`src/flc_pkg.sv`:
```
package flc_pkg;

  // ----------------------------------------------------------------
  // Timing
  // ----------------------------------------------------------------
  localparam int CLK_PERIOD_NS = 40;
  localparam int T_WE_LOW_NS = 50;
  localparam int T_ACCESS_NS = 100;
  localparam int T_RECOVER_NS = 40;
  localparam int T_PWRDN_LOW_NS = 100;
  localparam int T_WAKE_NS = 1000;
  localparam int SYNC_STAGES = 2;
  localparam int CNT_W = 8;

  // Least times round up, never below one cycle
  function automatic int min_cycles(input int ns);
    int c;
    c = (ns + CLK_PERIOD_NS - 1) / CLK_PERIOD_NS;
    return (c < 1) ? 1 : c;
  endfunction

  localparam logic [CNT_W-1:0] WE_LOW_CYC = CNT_W'(min_cycles(T_WE_LOW_NS));
  localparam logic [CNT_W-1:0] ACCESS_CYC = CNT_W'(min_cycles(T_ACCESS_NS) + SYNC_STAGES);
  localparam logic [CNT_W-1:0] RECOVER_CYC = CNT_W'(min_cycles(T_RECOVER_NS));
  localparam logic [CNT_W-1:0] PWRDN_LOW_CYC = CNT_W'(min_cycles(T_PWRDN_LOW_NS));
  localparam logic [CNT_W-1:0] WAKE_CYC = CNT_W'(min_cycles(T_WAKE_NS));

  // ----------------------------------------------------------------
  // Command codes written on the data bus
  // ----------------------------------------------------------------
  localparam logic [7:0] CMD_READ_ARRAY = 8'hFF;
  localparam logic [7:0] CMD_READ_ID = 8'h90;
  localparam logic [7:0] CMD_READ_STATUS = 8'h70;
  localparam logic [7:0] CMD_CLEAR_STATUS = 8'h50;
  localparam logic [7:0] CMD_ERASE_SETUP = 8'h20;
  localparam logic [7:0] CMD_CONFIRM = 8'hD0;
  localparam logic [7:0] CMD_PROGRAM_SETUP = 8'h40;
  localparam logic [7:0] CMD_SUSPEND = 8'hB0;
  localparam logic [7:0] CMD_LOCK_SETUP = 8'h60;
  localparam logic [7:0] CMD_LOCK_BLOCK = 8'h01;
  localparam logic [7:0] CMD_LOCK_MASTER = 8'hF1;

  // Identifier offsets, for the user's own reads
  localparam logic [1:0] ID_OFS_MAKER = 2'h0;
  localparam logic [1:0] ID_OFS_DEVICE = 2'h1;
  localparam logic [1:0] ID_OFS_BLOCK_LOCK = 2'h2;
  localparam logic [1:0] ID_OFS_MASTER_LOCK = 2'h3;

  // ----------------------------------------------------------------
  // Types
  // ----------------------------------------------------------------
  typedef enum logic [3:0] {
    OP_READ, OP_RD_ARRAY, OP_RD_ID, OP_RD_STATUS, OP_CLR_STATUS, OP_ERASE,
    OP_PROGRAM, OP_SUSPEND, OP_RESUME, OP_LOCK_BLOCK, OP_LOCK_MASTER, OP_UNLOCK_ALL
  } flc_op_t;

  typedef enum logic [1:0] {MODE_ARRAY, MODE_ID, MODE_STATUS} flc_mode_t;

  typedef struct packed {
    logic ce_n;
    logic oe_n;
    logic we_n;
    logic reset_powerdown_n;
    logic dq_oe;
    logic [7:0] dq;
  } flc_pins_t;

  typedef struct packed {
    logic ok;
    logic two;
    logic [7:0] c1;
    logic [7:0] c2;
  } flc_seq_t;

endpackage

```
`src/flc_host.sv`:
```
`timescale 1ns/1ps

// How it works
// - Read array command writes FFH
// - Suspend writes B0H, resume writes D0H
// - Identifier mode writes 90H, then reads
// - Identifier mode left by any other command except clear status
// - Status read mode writes 70H
// - Clear status writes 50H
// - Erase writes 20H then D0H, same block
// - Block lock writes 60H then 01H
// - Master lock writes 60H then F1H
// - Write: enable and select low, output high
module flc_host #(
  parameter int AW = 21
) (
  // Clock and reset
  input wire logic I_CORE_CLK,
  input wire logic I_RST,
  // User command port
  input wire logic I_CMD_VALID,
  input wire flc_pkg::flc_op_t I_CMD_OP,
  input wire logic [AW-1:0] I_CMD_ADDR,
  input wire logic [7:0] I_CMD_DATA,
  output logic O_CMD_READY,
  output logic O_CMD_DONE,
  output logic O_CMD_REFUSED,
  output logic O_RD_VALID,
  output logic [7:0] O_RD_DATA,
  output flc_pkg::flc_mode_t O_MODE,
  output logic O_DEV_BUSY,
  // Flash pins
  output logic O_CE_N,
  output logic O_OE_N,
  output logic O_WE_N,
  output logic O_RESET_POWERDOWN_N,
  output logic [AW-1:0] O_ADDR,
  input wire logic [7:0] I_DQ,
  output logic [7:0] O_DQ,
  output logic O_DQ_OE,
  input wire logic I_READY_BUSY_N
);

  // ----------------------------------------------------------------
  // Parameter check
  // ----------------------------------------------------------------
  if (AW < 2 || AW > 32) begin : g_bad_aw
    $error("flc_host: AW must be 2 to 32");
  end

  typedef enum {S_RST, S_WAKE, S_IDLE, S_WSET, S_WLOW, S_WREL, S_WOFF, S_RSET, S_RLOW, S_GAP} flc_state_t;

  flc_state_t state_q;
  flc_pkg::flc_pins_t pins_q;
  flc_pkg::flc_seq_t seq;
  flc_pkg::flc_op_t op_q;
  flc_pkg::flc_mode_t mode_q;
  logic [AW-1:0] addr_q;
  logic [flc_pkg::CNT_W-1:0] cnt_q;
  logic [7:0] c2_q;
  logic two_q;
  logic wr_q;
  logic ready_q;
  logic done_q;
  logic refused_q;
  logic rd_valid_q;
  logic [7:0] rd_data_q;
  logic busy_q;
  logic ryb_s1_q;
  logic ryb_s2_q;
  logic [7:0] dq_s1_q;
  logic [7:0] dq_s2_q;
  logic accept;
  logic gap_end;

  // ----------------------------------------------------------------
  // Pin input synchronisers
  // ----------------------------------------------------------------
  // Both stages always clocked; only stage two is read
  always_ff @(posedge I_CORE_CLK) begin
    ryb_s1_q <= I_READY_BUSY_N;
    ryb_s2_q <= ryb_s1_q;
    dq_s1_q <= I_DQ;
    dq_s2_q <= dq_s1_q;
  end

  // Busy flag for the user
  // busy follows pin
  always_ff @(posedge I_CORE_CLK) begin
    if (I_RST) begin
      busy_q <= 1'b0;
    end else begin
      busy_q <= ~ryb_s2_q;
    end
  end

  // ----------------------------------------------------------------
  // Command decode
  // ----------------------------------------------------------------
  // Unknown op codes decode as not ok and are refused
  always_comb begin
    seq = '0;
    seq.ok = 1'b1;
    unique case (I_CMD_OP)
      flc_pkg::OP_READ: seq.c1 = 8'h00;
      flc_pkg::OP_RD_ARRAY: seq.c1 = flc_pkg::CMD_READ_ARRAY;
      flc_pkg::OP_RD_ID: seq.c1 = flc_pkg::CMD_READ_ID;
      flc_pkg::OP_RD_STATUS: seq.c1 = flc_pkg::CMD_READ_STATUS;
      flc_pkg::OP_CLR_STATUS: seq.c1 = flc_pkg::CMD_CLEAR_STATUS;
      flc_pkg::OP_ERASE: begin
        seq.two = 1'b1;
        seq.c1 = flc_pkg::CMD_ERASE_SETUP;
        seq.c2 = flc_pkg::CMD_CONFIRM;
      end
      flc_pkg::OP_PROGRAM: begin
        seq.two = 1'b1;
        seq.c1 = flc_pkg::CMD_PROGRAM_SETUP;
        seq.c2 = I_CMD_DATA;
      end
      flc_pkg::OP_SUSPEND: seq.c1 = flc_pkg::CMD_SUSPEND;
      flc_pkg::OP_RESUME: seq.c1 = flc_pkg::CMD_CONFIRM;
      flc_pkg::OP_LOCK_BLOCK: begin
        seq.two = 1'b1;
        seq.c1 = flc_pkg::CMD_LOCK_SETUP;
        seq.c2 = flc_pkg::CMD_LOCK_BLOCK;
      end
      flc_pkg::OP_LOCK_MASTER: begin
        seq.two = 1'b1;
        seq.c1 = flc_pkg::CMD_LOCK_SETUP;
        seq.c2 = flc_pkg::CMD_LOCK_MASTER;
      end
      flc_pkg::OP_UNLOCK_ALL: begin
        seq.two = 1'b1;
        seq.c1 = flc_pkg::CMD_LOCK_SETUP;
        seq.c2 = flc_pkg::CMD_CONFIRM;
      end
      default: seq.ok = 1'b0;
    endcase
  end

  assign accept = I_CMD_VALID && ready_q;
  assign gap_end = (state_q == S_GAP) && (cnt_q == '0) && !two_q;

  // ----------------------------------------------------------------
  // Bus sequencer
  // ----------------------------------------------------------------
  // Write enable always moves alone; after a read, select and output enable rise in the same cycle
  always_ff @(posedge I_CORE_CLK) begin
    done_q <= 1'b0;
    refused_q <= 1'b0;
    rd_valid_q <= 1'b0;
    if (I_RST) begin
      state_q <= S_RST;
      pins_q <= '{ce_n: 1'b1, oe_n: 1'b1, we_n: 1'b1, reset_powerdown_n: 1'b0, dq_oe: 1'b0, dq: 8'h00};
      cnt_q <= flc_pkg::PWRDN_LOW_CYC - 1'b1;
      addr_q <= '0;
      c2_q <= 8'h00;
      two_q <= 1'b0;
      wr_q <= 1'b0;
      op_q <= flc_pkg::OP_READ;
      ready_q <= 1'b0;
      rd_data_q <= 8'h00;
    end else begin
      unique case (state_q)
        S_RST: begin
          if (cnt_q == '0) begin
            pins_q.reset_powerdown_n <= 1'b1;
            cnt_q <= flc_pkg::WAKE_CYC - 1'b1;
            state_q <= S_WAKE;
          end else begin
            cnt_q <= cnt_q - 1'b1;
          end
        end
        S_WAKE: begin
          if (cnt_q == '0) begin
            ready_q <= 1'b1;
            state_q <= S_IDLE;
          end else begin
            cnt_q <= cnt_q - 1'b1;
          end
        end
        S_IDLE: begin
          if (accept) begin
            if (!seq.ok || (I_CMD_OP == flc_pkg::OP_RD_ARRAY && !ryb_s2_q)) begin
              refused_q <= 1'b1;
            end else begin
              ready_q <= 1'b0;
              op_q <= I_CMD_OP;
              addr_q <= I_CMD_ADDR;
              c2_q <= seq.c2;
              two_q <= seq.two;
              wr_q <= (I_CMD_OP != flc_pkg::OP_READ);
              pins_q.ce_n <= 1'b0;
              if (I_CMD_OP == flc_pkg::OP_READ) begin
                state_q <= S_RSET;
              end else begin
                // drive only with output enable high
                pins_q.dq_oe <= 1'b1;
                pins_q.dq <= seq.c1;
                state_q <= S_WSET;
              end
            end
          end
        end
        // write strobe with output enable high
        S_WSET: begin
          pins_q.we_n <= 1'b0;
          cnt_q <= flc_pkg::WE_LOW_CYC - 1'b1;
          state_q <= S_WLOW;
        end
        S_WLOW: begin
          if (cnt_q == '0) begin
            pins_q.we_n <= 1'b1;
            state_q <= S_WREL;
          end else begin
            cnt_q <= cnt_q - 1'b1;
          end
        end
        S_WREL: begin
          pins_q.ce_n <= 1'b1;
          state_q <= S_WOFF;
        end
        S_WOFF: begin
          pins_q.dq_oe <= 1'b0;
          cnt_q <= flc_pkg::RECOVER_CYC - 1'b1;
          state_q <= S_GAP;
        end
        S_RSET: begin
          pins_q.oe_n <= 1'b0;
          cnt_q <= flc_pkg::ACCESS_CYC - 1'b1;
          state_q <= S_RLOW;
        end
        S_RLOW: begin
          if (cnt_q == '0) begin
            rd_data_q <= dq_s2_q;
            rd_valid_q <= 1'b1;
            pins_q.oe_n <= 1'b1;
            pins_q.ce_n <= 1'b1;
            cnt_q <= flc_pkg::RECOVER_CYC - 1'b1;
            state_q <= S_GAP;
          end else begin
            cnt_q <= cnt_q - 1'b1;
          end
        end
        S_GAP: begin
          if (cnt_q != '0) begin
            cnt_q <= cnt_q - 1'b1;
          end else if (two_q) begin
            two_q <= 1'b0;
            pins_q.ce_n <= 1'b0;
            pins_q.dq_oe <= 1'b1;
            pins_q.dq <= c2_q;
            state_q <= S_WSET;
          end else begin
            done_q <= 1'b1;
            ready_q <= 1'b1;
            state_q <= S_IDLE;
          end
        end
      endcase
    end
  end

  // ----------------------------------------------------------------
  // Read mode tracking
  // ----------------------------------------------------------------
  // Outside reset, mode changes only when a command write has completed
  always_ff @(posedge I_CORE_CLK) begin
    if (I_RST || state_q == S_RST) begin
      mode_q <= flc_pkg::MODE_ARRAY;
    end else if (gap_end && wr_q) begin
      unique case (op_q)
        flc_pkg::OP_RD_ARRAY: mode_q <= flc_pkg::MODE_ARRAY;
        flc_pkg::OP_RD_ID: mode_q <= flc_pkg::MODE_ID;
        flc_pkg::OP_CLR_STATUS: mode_q <= mode_q;
        default: mode_q <= flc_pkg::MODE_STATUS;
      endcase
    end
  end

  // ----------------------------------------------------------------
  // Outputs
  // ----------------------------------------------------------------
  assign O_CMD_READY = ready_q;
  assign O_CMD_DONE = done_q;
  assign O_CMD_REFUSED = refused_q;
  assign O_RD_VALID = rd_valid_q;
  assign O_RD_DATA = rd_data_q;
  assign O_MODE = mode_q;
  assign O_DEV_BUSY = busy_q;
  assign O_CE_N = pins_q.ce_n;
  assign O_OE_N = pins_q.oe_n;
  assign O_WE_N = pins_q.we_n;
  assign O_RESET_POWERDOWN_N = pins_q.reset_powerdown_n;
  assign O_ADDR = addr_q;
  assign O_DQ = pins_q.dq;
  assign O_DQ_OE = pins_q.dq_oe;

  // ----------------------------------------------------------------
  // Assertions
  // ----------------------------------------------------------------
  a_no_bus_fight: assert property (@(posedge I_CORE_CLK) disable iff (I_RST)
    O_DQ_OE |-> O_OE_N) else $error("data driven while output enable low");

  a_write_strobe: assert property (@(posedge I_CORE_CLK) disable iff (I_RST)
    !O_WE_N |-> (!O_CE_N && O_OE_N && O_DQ_OE)) else $error("bad write strobe");

  a_we_rises_first: assert property (@(posedge I_CORE_CLK) disable iff (I_RST)
    $rose(O_WE_N) |-> !O_CE_N ##1 O_CE_N) else $error("select rose before write enable");

  a_reset_pin_low: assert property (@(posedge I_CORE_CLK)
    I_RST |=> !O_RESET_POWERDOWN_N && !O_CMD_READY) else $error("reset pin not low in reset");

  a_array_refused: assert property (@(posedge I_CORE_CLK) disable iff (I_RST)
    (accept && I_CMD_OP == flc_pkg::OP_RD_ARRAY && !ryb_s2_q) |=> O_CMD_REFUSED && O_CMD_READY)
    else $error("array read issued while busy");

  a_erase_pair: assert property (@(posedge I_CORE_CLK) disable iff (I_RST)
    (accept && seq.ok && I_CMD_OP == flc_pkg::OP_ERASE) |=> O_DQ == flc_pkg::CMD_ERASE_SETUP
    ##[1:40] (O_DQ == flc_pkg::CMD_CONFIRM && !O_WE_N)) else $error("erase pair not written");

  a_read_returns: assert property (@(posedge I_CORE_CLK) disable iff (I_RST)
    $fell(O_OE_N) |-> ##[1:20] O_RD_VALID) else $error("read data never returned");

  a_mode_status: assert property (@(posedge I_CORE_CLK) disable iff (I_RST)
    (gap_end && wr_q && op_q == flc_pkg::OP_RD_STATUS) |=> O_MODE == flc_pkg::MODE_STATUS)
    else $error("status mode not tracked");

  a_wake_array: assert property (@(posedge I_CORE_CLK) disable iff (I_RST)
    (state_q == S_WAKE) |-> O_MODE == flc_pkg::MODE_ARRAY) else $error("mode not array after wake");

endmodule

```
`config.mk`:
```
export PLATFORM = sky130hd
export DESIGN_NAME = flc_host
export DESIGN_NICKNAME = d
export VERILOG_FILES = /design/src/flc_pkg.sv /design/src/flc_host.sv
export SDC_FILE = /design/constraint.sdc
export NUM_CORES = 1
export LEC_CHECK = 0
export ABC_AREA = 1
export ABC_CLOCK_PERIOD_IN_PS = 2100
export BUFFER_PORTS_ARGS = -buffer_cell sky130_fd_sc_hd__buf_2
export CAP_MARGIN = 10
export CORE_MARGIN = 1.5
export CORE_UTILIZATION = 40
export CTS_BUF_LIST = sky130_fd_sc_hd__clkbuf_8
export DETAILED_ROUTE_END_ITERATION = 7
export PLACE_DENSITY = 0.67
export SYNTH_ARGS = -nofsm -noshare
export SYNTH_HDL_FRONTEND = slang
export SYNTH_SLANG_ARGS = --single-unit
```
`constraint.sdc`:
```
create_clock -name I_CORE_CLK -period 2.1 [get_ports I_CORE_CLK]
set_clock_uncertainty 0.15 [all_clocks]
set_input_delay 0.21 -clock I_CORE_CLK [delete_from_list [all_inputs] [get_ports I_CORE_CLK]]
set_output_delay 0.21 -clock I_CORE_CLK [all_outputs]
set_load 0.02 [all_outputs]
```
Word level (Yosys, flattened, before mapping)
Cells that the tools add are included.
{"block": "totals", "register_bits": 121, "inputBits": 45, "output_inout_bits": 49}
{"block": "classes", "n_addsub": 1, "n_eq_ne": 36, "mux": 46, "bitwise": 7, "n_reduce_logical": 44}
{"cell": "case mux 32 bit (10 select lines)", "count": 1}
{"cell": "2-to-1 mux 32 bit", "count": 7}
{"cell": "equality test 32 x 3 -> 1 bit, second input constant", "count": 4}
{"cell": "case mux 8 bit (9 select lines)", "count": 1}
{"cell": "equality test 32 x 2 -> 1 bit, second input constant", "count": 2}
{"cell": "equality test 32 x 4 -> 1 bit, second input constant", "count": 2}
{"cell": "logical NOT 32 bit", "count": 2}
{"cell": "case mux 8 bit (7 select lines)", "count": 1}
{"cell": "2-to-1 mux 9 bit", "count": 5}
{"cell": "equality test 32 x 1 -> 1 bit, second input constant", "count": 1}
{"cell": "equality test 32 x 5 -> 1 bit, second input constant", "count": 1}
{"cell": "2-to-1 mux 8 bit", "count": 4}
{"cell": "case mux 8 bit (4 select lines)", "count": 1}
{"cell": "!= test 2 bit, second input constant", "count": 12}
{"cell": "AND reduction 6 bit", "count": 4}
{"cell": "equality test 4 x 3 -> 1 bit, second input constant", "count": 5}
{"cell": "equality test 4 bit, second input constant", "count": 4}
{"cell": "2-to-1 mux 1 bit", "count": 16}
{"cell": "case mux 8 bit (2 select lines)", "count": 1}
{"cell": "equality test 4 x 2 -> 1 bit, second input constant", "count": 3}
{"cell": "OR reduction 12 bit", "count": 1}
{"cell": "AND reduction 2 bit", "count": 5}
{"cell": "OR reduction 3 bit", "count": 3}
{"cell": "equality test 4 x 1 -> 1 bit, second input constant", "count": 2}
{"cell": "other kinds (23)", "count": 46}

Logic depth before layout (Yosys ltp)
Gate-level depths: netlist (run 1).
{"block": "depth", "ltp_word": 8, "depth_mapped": 12, "ltp_nobuf": 12}

Worst setup path before layout (run 1)
OpenSTA, ideal clock, no wires.
{"block": "synth_timing", "path_kind": "reg-to-reg", "from": "reg cnt_q[0] (netlist bit)", "to": "reg pins_q (netlist bit O_DQ[7])", "setup_time_ns": 0.113, "arrival_time_ns": 1.404, "t_required_ns": 1.837, "path_slack_ns": 0.433, "stages_incl_launch_ff": 12, "synth_period_minus_slack_ns": 1.667, "cell_sequence": "dfxtp_1 inv_1 ha_1 nand2_1 nor2_2 inv_1 nand2_1 nand2_1 nor2_4 nand2_4 nor2_1 nor2_1"}
{"block": "synth_between", "elab_chain_cells": 3}
{"item": "start, declared", "line": "flc_host.sv:59", "rtl": "logic [flc_pkg::CNT_W-1:0] cnt_q;"}
{"item": "start signal, assigned", "line": "flc_host.sv:155", "rtl": "cnt_q <= flc_pkg::PWRDN_LOW_CYC - 1'b1;"}
{"item": "start signal, assigned", "line": "flc_host.sv:168", "rtl": "cnt_q <= flc_pkg::WAKE_CYC - 1'b1;"}
{"item": "start signal, assigned", "line": "flc_host.sv:171", "rtl": "cnt_q <= cnt_q - 1'b1;"}
{"item": "nonzero test 8 bit", "line": "flc_host.sv:246", "rtl": "if (cnt_q != '0) begin"}
{"item": "!= test 2 bit (no source line)"}
{"item": "AND reduction 6 bit (no source line)"}
{"item": "end signal, assigned", "line": "flc_host.sv:154", "rtl": "pins_q <= '{ce_n: 1'b1, oe_n: 1'b1, we_n: 1'b1, reset_powerdown_n: 1'b0, dq_oe: 1'b0, dq: 8'h00};"}
{"item": "end, declared", "line": "flc_host.sv:54", "rtl": "flc_pkg::flc_pins_t pins_q;"}
No other way between the ends.
A chain may end at the register's enable or synchronous reset.

Worst setup path in the final report (run 1)
{"block": "layout_timing", "from": "reg state_q[3]", "to": "reg cnt_q[3] (netlist bit)"}
{"block": "layout_between", "elab_chain_cells": 4, "word_cells_on_any_way": 14}
{"item": "start, declared", "line": "flc_host.sv:53", "rtl": "flc_state_t state_q;"}
{"item": "start signal, assigned", "line": "flc_host.sv:153", "rtl": "state_q <= S_RST;"}
{"item": "start signal, assigned", "line": "flc_host.sv:169", "rtl": "state_q <= S_WAKE;"}
{"item": "start signal, assigned", "line": "flc_host.sv:177", "rtl": "state_q <= S_IDLE;"}
{"item": "equality test 32 x 3 -> 1 bit or equality test 32 x 1 -> 1 bit (tied branches)", "line": "flc_host.sv:164", "rtl": "unique case (state_q)"}
{"item": "OR reduction 2 bit (no source line)"}
{"item": "nonzero test 7 bit (no source line) or != test 2 bit (tied branches)"}
{"item": "AND reduction 3 bit (no source line)"}
{"item": "end signal, assigned", "line": "flc_host.sv:168"}
{"item": "end signal, assigned", "line": "flc_host.sv:171"}
{"item": "end signal, assigned", "line": "flc_host.sv:179", "rtl": "cnt_q <= cnt_q - 1'b1;"}
Parallel ways exist; a longest one is shown, timed or not.

==> impl_results.md, run 1 <==
- Status: completed
- GRT Util Overall: 19.51%
- Required @ worst endpoint: roughly 2200 ps
- Fin area: a little over 5000 sq um
- Seq/Total Area, Yosys: 46.85%
- Gr ovfl total: 0
- # H-tree levels: 3
- Fmax: about 530 MHz
- Cell taking the most area after synthesis: dfxtp_1
- ANT cells: 0
- Initial antenna violation count: 0
- MaxCap Viol Count: 0
- Final core utilization: 52.88%
- Final HPWL DP: between 6000 and 7000 microns
- Routability Congestion: 0.8822
- Worst-skew pair later-pin latency: approximately 360 ps
- Reg2reg start: state_q[3]
- RSZ-0062 raised after global routing: false
- Cell mode on critical path: nor2_1
- R2r setup slk: about 210 ps
- PD cells: ~1000 nW/um^2
- DR WL/cell: approximately 12 microns
- # IOs: 94
- Fin crit period: 1893 ps
- Synth Instances: 549
- Die X: between 100 and 150 microns
- Kind of critical path: flop to flop
- DRT Pass-1 Iters: 5
- Final setup fails: 0
- Post-synth top cells: nor2_1 (119), nand2_1 (109), dfxtp_1 (93)
- Post-CTS Setup Bufs: 0
- Die area: 10540 sq um
- Reg2Reg Capture Point: cnt_q[3]
- Post-synth ARST share: 0%
- Synth Register Bits: slightly above 90
- CTS tree: built
- R2R cell count: 9
- Post-Synthesis Net Count: ~600
- Post-synth top flop: dfxtp_1
- CP max FO: 7
- Vias in the first global route: 3784
- Least-Margin Pin Slew: between 500 and 600 ps
- Fill count: 908
- Worst Hold Class: primary input to flop
- Endpoints failing hold: 0
- Site Rows: 36
- Largest net degree at the start of global routing: 43
- Port bufs: 93
- Top cells by area, synth: dfxtp_1 (47%), nor2_1 (11%), nand2_1 (10%), o21ai_0 (6.3%), inv_1 (3.9%)
- Static leakage: 0.002371 uW
- Fraction of layout cells with a size suffix above 1: a little over a fifth
- Count leader, synth: nor2_1
- Synth Area per Inst: around 7.2 sq um
- Slowest CP cell: dfxtp_1
- Area of the multi-input gates: roughly 1900 sq um
- Routed Antenna Nets: 0
- Slowest stage delay, CP: between 400 and 500 ps
- Post-synth top area share: between 40% and 50%
- Count of warnings emitted by yosys: 0
- TritonCTS Sinks: 93
- Fin crit share: approximately 90%
- DR vias/cell: between 4 and 5
- Arr. time, crit path: about 2000 ps
- Reg clk slew, reported paths: about 100 ps
- Max clock buf depth: 2
- Rel. slew slack: ~64%
- Post-synth EDFFs: 0
- Root Buffer: clkbuf_8
- Placed Area: 4576 sq um
- Slew Viols, Final: 0
- Fin Setup TNS: 0 ps
- Post-synth cell types: 38
- CP Launch Type: flop
- Crit-path cells: inv_1 > nor2_1 > nand2_1 > nand3_2 > nand2_2 > nand2_4 > inv_2 > o21ai_0 > nor2_1
- Crit. End Element: flop
- Die Y: approximately 100 microns
- Global-route wire length before repair: roughly 16000 microns
- CP startpoint: state_q[3]
- Dpl ws: roughly 200 ps
- Final net count: 725
- CTS buffer count: 9
- Sequential cell area: 1863 sq um
- WL final: a little under 10000 microns
- Worst vdd ir: 0.6051 mV
- PnR worst setup slack: a little over 200 ps
- Initial core utilization: roughly two fifths
- Critical path destination: cnt_q[3]
- Vias: ~4000
- Initial DRC Count: between 150 and 200
- Core Region: 9684 sq um
- Netlist Area Pre-Place: 3974 sq um
- Layout overhead on the synthesized area: 28.87%
- Post-route DRC: 0
-- through the flow --
| step | power, uW | std cells | hold slack, ps |
|---|---|---|---|
| finish | 5346 | 816 | 44.95 |
| global route | 5753 | 816 | 47.57 |
| CTS | 5340 | 816 | 24.51 |
| detailed placement | 4157 | 765 | 162.1 |
| global placement | 4123 | 765 | 160.4 |
| floorplan | 3690 | 549 | 87.72 |
-- layout make-up --
cell class | instances | share of cell area [%]
tap | 133 | 3.249
clock buffer | 9 | 2.419
timing repair buffer | 134 | 17.05
clock inverter | 7 | 1.246
multi-input combinational | 393 | 36.13
inverter | 47 | 3.518
sequential | 93 | 36.38
-- flip-flops by register name, summed over array words and instances (netlist names), 2 cells and up --
signal	cells
O_RD_DATA	8
state_q	4
dq_s1_q	8
cnt_q	8
op_q	4
c2_q	8
O_ADDR	21
O_MODE	2
O_DQ	8
dq_s2_q	8
-- cells in the final DEF, fill, tap and decap left out, types with 2 or more instances in the layout --
master,netlist,layout
nor2_4,5,6
dfxtp_1,93,92
xor2_1,3,3
xnor2_1,2,2
a32o_1,2,2
a21oi_1,25,25
nand4_1,9,9
nand2_2,5,5
dlygate4sd3_1,0,35
clkinv_2,2,3
inv_6,0,2
nor3_1,5,5
inv_2,3,3
buf_4,3,5
ha_1,2,2
or2_2,2,2
buf_2,7,93
nand2_4,2,2
nor2_2,8,7
o21ai_0,50,50
inv_1,41,40
nand3_1,28,28
nand2_1,109,109
a31oi_1,5,5
clkbuf_8,0,9
inv_8,0,2
nor2_1,119,119
clkinvlp_4,0,2
-- power by group --
group	total [uW]	leakage, uW	switching (uW)	internal [uW]
Clock	1140	0.0000903	681	457
Sequential	2100	0.000760	145	1960
Combinational	2110	0.00152	1370	737
-- how the worst min path moves through the flow --
stage / from / end / slack (ps) / depth (start not counted)
6_report: I_CMD_DATA[3] / c2_q[3] / 40 / 3
5_1_grt: I_CMD_DATA[3] / c2_q[3] / 50 / 3
4_1_cts: I_CMD_DATA[3] / c2_q[3] / 20 / 3
3_5_place_dp: dq_s1_q[6] / dq_s2_q[6] / 160 / 0
3_3_place_gp: ryb_s1_q / ryb_s2_q / 160 / 0
2_1_floorplan: I_DQ[0] / dq_s1_q[0] / 90 / 0
-- kinds of logic (layout without fill, tap and decap cells) --
kind of cell    count (synthesis)  after routing  synth area share (%)
simple gates                  298            298                 32.81
flops                          93             93                 46.85
compound gates                 88             88                 11.90
buf+inv                        63            197                 6.706
xor+xnor                        5              5                 1.102
fa+ha+maj                       2              2                0.6296
-- timing repair --
action	in CTS	in global routing
hold buffers	35	0
gates resized for setup	0	4
hold endpoints to repair	35	0
endpoints found under the setup margin	0	12
-- critical path: cells and delay by family, from the launching register on --
kind	cells	cell delay [ps]
and+or+nand+nor	6	930
buffers and inverters	2	150
DFF	1	410
AOI/OAI and AO/OA	1	160
-- per-layer routing --
layer  wire length (microns)  GRT usage (%)
met4                     145          6.849
met1                    4549          23.65
met5                       0              0
met2                    4824          34.23
met3                     424          4.136
Power figures use the tool's default switching activity.
==> run 2: changes to the inputs <==
--- a/config.mk
+++ b/config.mk
@@ -5,7 +5,6 @@
 export SDC_FILE = /design/constraint.sdc
 export NUM_CORES = 1
 export LEC_CHECK = 0
-export ABC_AREA = 1
 export ABC_CLOCK_PERIOD_IN_PS = 2100
 export BUFFER_PORTS_ARGS = -buffer_cell sky130_fd_sc_hd__buf_2
 export CAP_MARGIN = 10
@@ -13,7 +12,7 @@
 export CORE_UTILIZATION = 40
 export CTS_BUF_LIST = sky130_fd_sc_hd__clkbuf_8
 export DETAILED_ROUTE_END_ITERATION = 7
-export PLACE_DENSITY = 0.67
+export PLACE_DENSITY = 0.68
 export SYNTH_ARGS = -nofsm -noshare
 export SYNTH_HDL_FRONTEND = slang
 export SYNTH_SLANG_ARGS = --single-unit
==> run 2 against run 1 <==
First-iteration DRC count decreased by 20%. Highest routed layer unchanged. Combinational power decreased by 36%. Synthesized area decreased by 3.2%. Die area decreased by 3.1%. Sequential share of layout area decreased by 1.5 points. Utilization increased by 5.0 points. Global-route usage increased by 0.86 points. Final cell count decreased by 9.9%. Sequential cell count unchanged. Register-to-register slack got worse by 120 ps. Clock power increased by 6%.
==> impl_results.md, run 2 <==
- Status: completed
- GRT Util Overall: approximately a fifth
- Reg2Reg Capture Point: cnt_q[5]
- Gr ovfl total: 0
- Routability Congestion: 0.9075
- DR vias/cell: 5.141
- Final setup fails: 0
- DR WL/cell: 14.20 microns
- Crit. End Element: flop
- Cell Count Post-Placement: about 680
- # IOs: 94
- Rel. slew slack: about 68%
- Root Buffer: clkbuf_8
- Post-synth EDFFs: 0
- Post-synth ARST share: 0%
- Required @ worst endpoint: 2260 ps
- Met1 usage: between 20% and 30%
- WHS Path Cells: 3
- Post-synth cell types: just under 60
- Largest net degree at the start of global routing: 43
- R2r setup slk: roughly 90 ps
- Fin crit period: 2010 ps
- Worst Hold Class: primary input to flop
- Die area: between 10000 and 15000 sq um
- Routed Antenna Nets: 0
- Post-synth top flop: dfxtp_1
- Final HPWL DP: about 7000 microns
- ANT cells: 0
- Post-synth top area share: between 40% and 50%
- Vias in the first global route: between 3000 and 4000
- Count of warnings emitted by yosys: 0
- RSZ-0062 raised after global routing: true
- Final net count: between 600 and 700
- Layout overhead on the synthesized area: 39.67%
- Cell taking the most area after synthesis: dfxtp_1
- Fraction of layout cells with a size suffix above 1: between 30 and 40%
- Core Region: 9284 sq um
- GR met2 Demand/Resource: about a third
- Synth Instances: 442
- CP Launch Type: flop
- Arr. time, crit path: 2170 ps
- Final core utilization: 57.88%
- Port bufs: 93
- Count leader, synth: dfxtp_1
- Die Y: about 100 microns
- Synth Area per Inst: slightly below 9 sq um
- Post-route DRC: 0
- Seq/Total Area, Yosys: between 40% and 50%
- Reg clk slew, reported paths: 110 ps
- Netlist Area Pre-Place: 3847 sq um
- Die X: 101.1 microns
- MaxCap Viol Count: 0
- Worst vdd ir: about 0.57 mV
- Endpoints failing hold: 0
- Reg2reg start: state_q[3]
- R2R cell count: 6
- Fin crit share: 95.73%
- Initial core utilization: just over 40%
- Initial DRC Count: about 130
- TritonCTS Sinks: slightly above 90
- Site Rows: 35
- Synth Register Bits: 93
- CP startpoint: state_q[3]
- Post-synth top cells: dfxtp_1 (93), nand2_1 (68), a21oi_1 (52)
- Vias: 3779
- Initial antenna violation count: 0
- Fmax: slightly below 500 MHz
- Worst-skew pair later-pin latency: 370 ps
- Max clock buf depth: 2
- Fill count: 862
- # H-tree levels: 3
- Fin cells: 735
- CTS tree: built
- Kind of critical path: flop to flop
- Critical path destination: cnt_q[5]
- Commonest non-fill, non-tap cells in the layout: buf_2 (93), dfxtp_1 (88), nand2_1 (68)
- DRT Pass-1 Iters: 4
- WL final: 10430 microns
- CTS buffer count: 9
- Commonest non-fill, non-tap cell in the layout: buf_2
- Busiest grt layer: met2
- Top cells by area, synth: dfxtp_1 (48%), a21oi_1 (6.8%), nand2_1 (6.6%), nor2_1 (3.9%), a211oi_1 (2.5%)
- PD cells: between 800 and 900 nW/um^2
- Global-route wire length before repair: 16510 microns
- Largest register FFs: 21
- Least-Margin Pin Slew: around 470 ps
- Static leakage: around 0.0022 uW
- Slew Viols, Final: 0
- Met3 track demand over resource: between 5 and 6%
- CP max FO: 14
- Post-Synthesis Net Count: just under 500
## run 2: final cells by class
type                       instances  area, sq um  area share, %
timing repair buffer             180         1249          23.24
multi-input combinational        309         1858          34.58
sequential                        93         1873          34.85
tap                              129        161.4          3.003
clock buffer                       9        123.9          2.305
inverter                           8        30.03         0.5588
clock inverter                     7        78.83          1.467
## run 2: cell families after synthesis
group / synth area share, %
adder cells (fa/ha/maj): 0.9105
multiplexers: 2.342
AND/OR/NAND/NOR: 22.60
buffers and inverters: 4.846
XOR/XNOR: 0.6831
AO/OA/AOI/OAI: 20.23
flip-flops: 48.39
## run 2: where the power goes
group,switching (uW),internal [uW],total [uW],leakage [uW]
logic,682,662,1340,0.00135
clock network,740,474,1210,0.000102
registers,131,1890,2020,0.000761
## run 2: layer usage
layer	wire (microns)	up-vias
met3	596	16
met2	5189	116
met5	0	-
met4	153	0
met1	4495	1755
li1	-	1892
## run 2: per-stage QoR
stage | instance area [sq um] | setup WS [ps] | TNS [ps] | hold WS, ps | total power, uW
2_1_floorplan | 3847 | 5.499 | 0 | 87.72 | 2725
3_3_place_gp | 4703 | -65.30 | -208.8 | 161.1 | 3201
3_5_place_dp | 4703 | -82.72 | -105.3 | 162.1 | 3220
4_1_cts | 5290 | 0.9606 | 0 | 33.40 | 4499
5_1_grt | 5374 | -12.61 | -25.55 | 38.94 | 4833
6_report | 5374 | 89.59 | 0 | 47.91 | 4583
## run 2: repair_timing
action / in CTS / in global routing
gates resized for setup: 5 / 16
buffers inserted: 0 / 4
endpoints found under the hold margin: 37 / 0
hold buffers: 37 / 0
pin swaps: 1 / 4
endpoints found under the setup margin: 6 / 24
## run 2: worst min path at each step
stage | from | endpoint | slack (ps)
after floorplan | I_DQ[0] | dq_s1_q[0] | 90
after global placement | dq_s1_q[6] | dq_s2_q[6] | 160
after detailed placement | dq_s1_q[7] | dq_s2_q[7] | 160
after CTS | I_CMD_VALID | O_CMD_REFUSED | 30
after global routing | I_CMD_VALID | O_CMD_REFUSED | 40
final | I_CMD_VALID | O_CMD_REFUSED | 50
## run 2: worst max-delay path, cell delays in order (launching register included)
cell and delay [ps]:
dfxtp_4 410, or2_2 340, a21oi_2 170, a211oi_1 90, buf_4 180, or4_1 460
a21boi_1 160
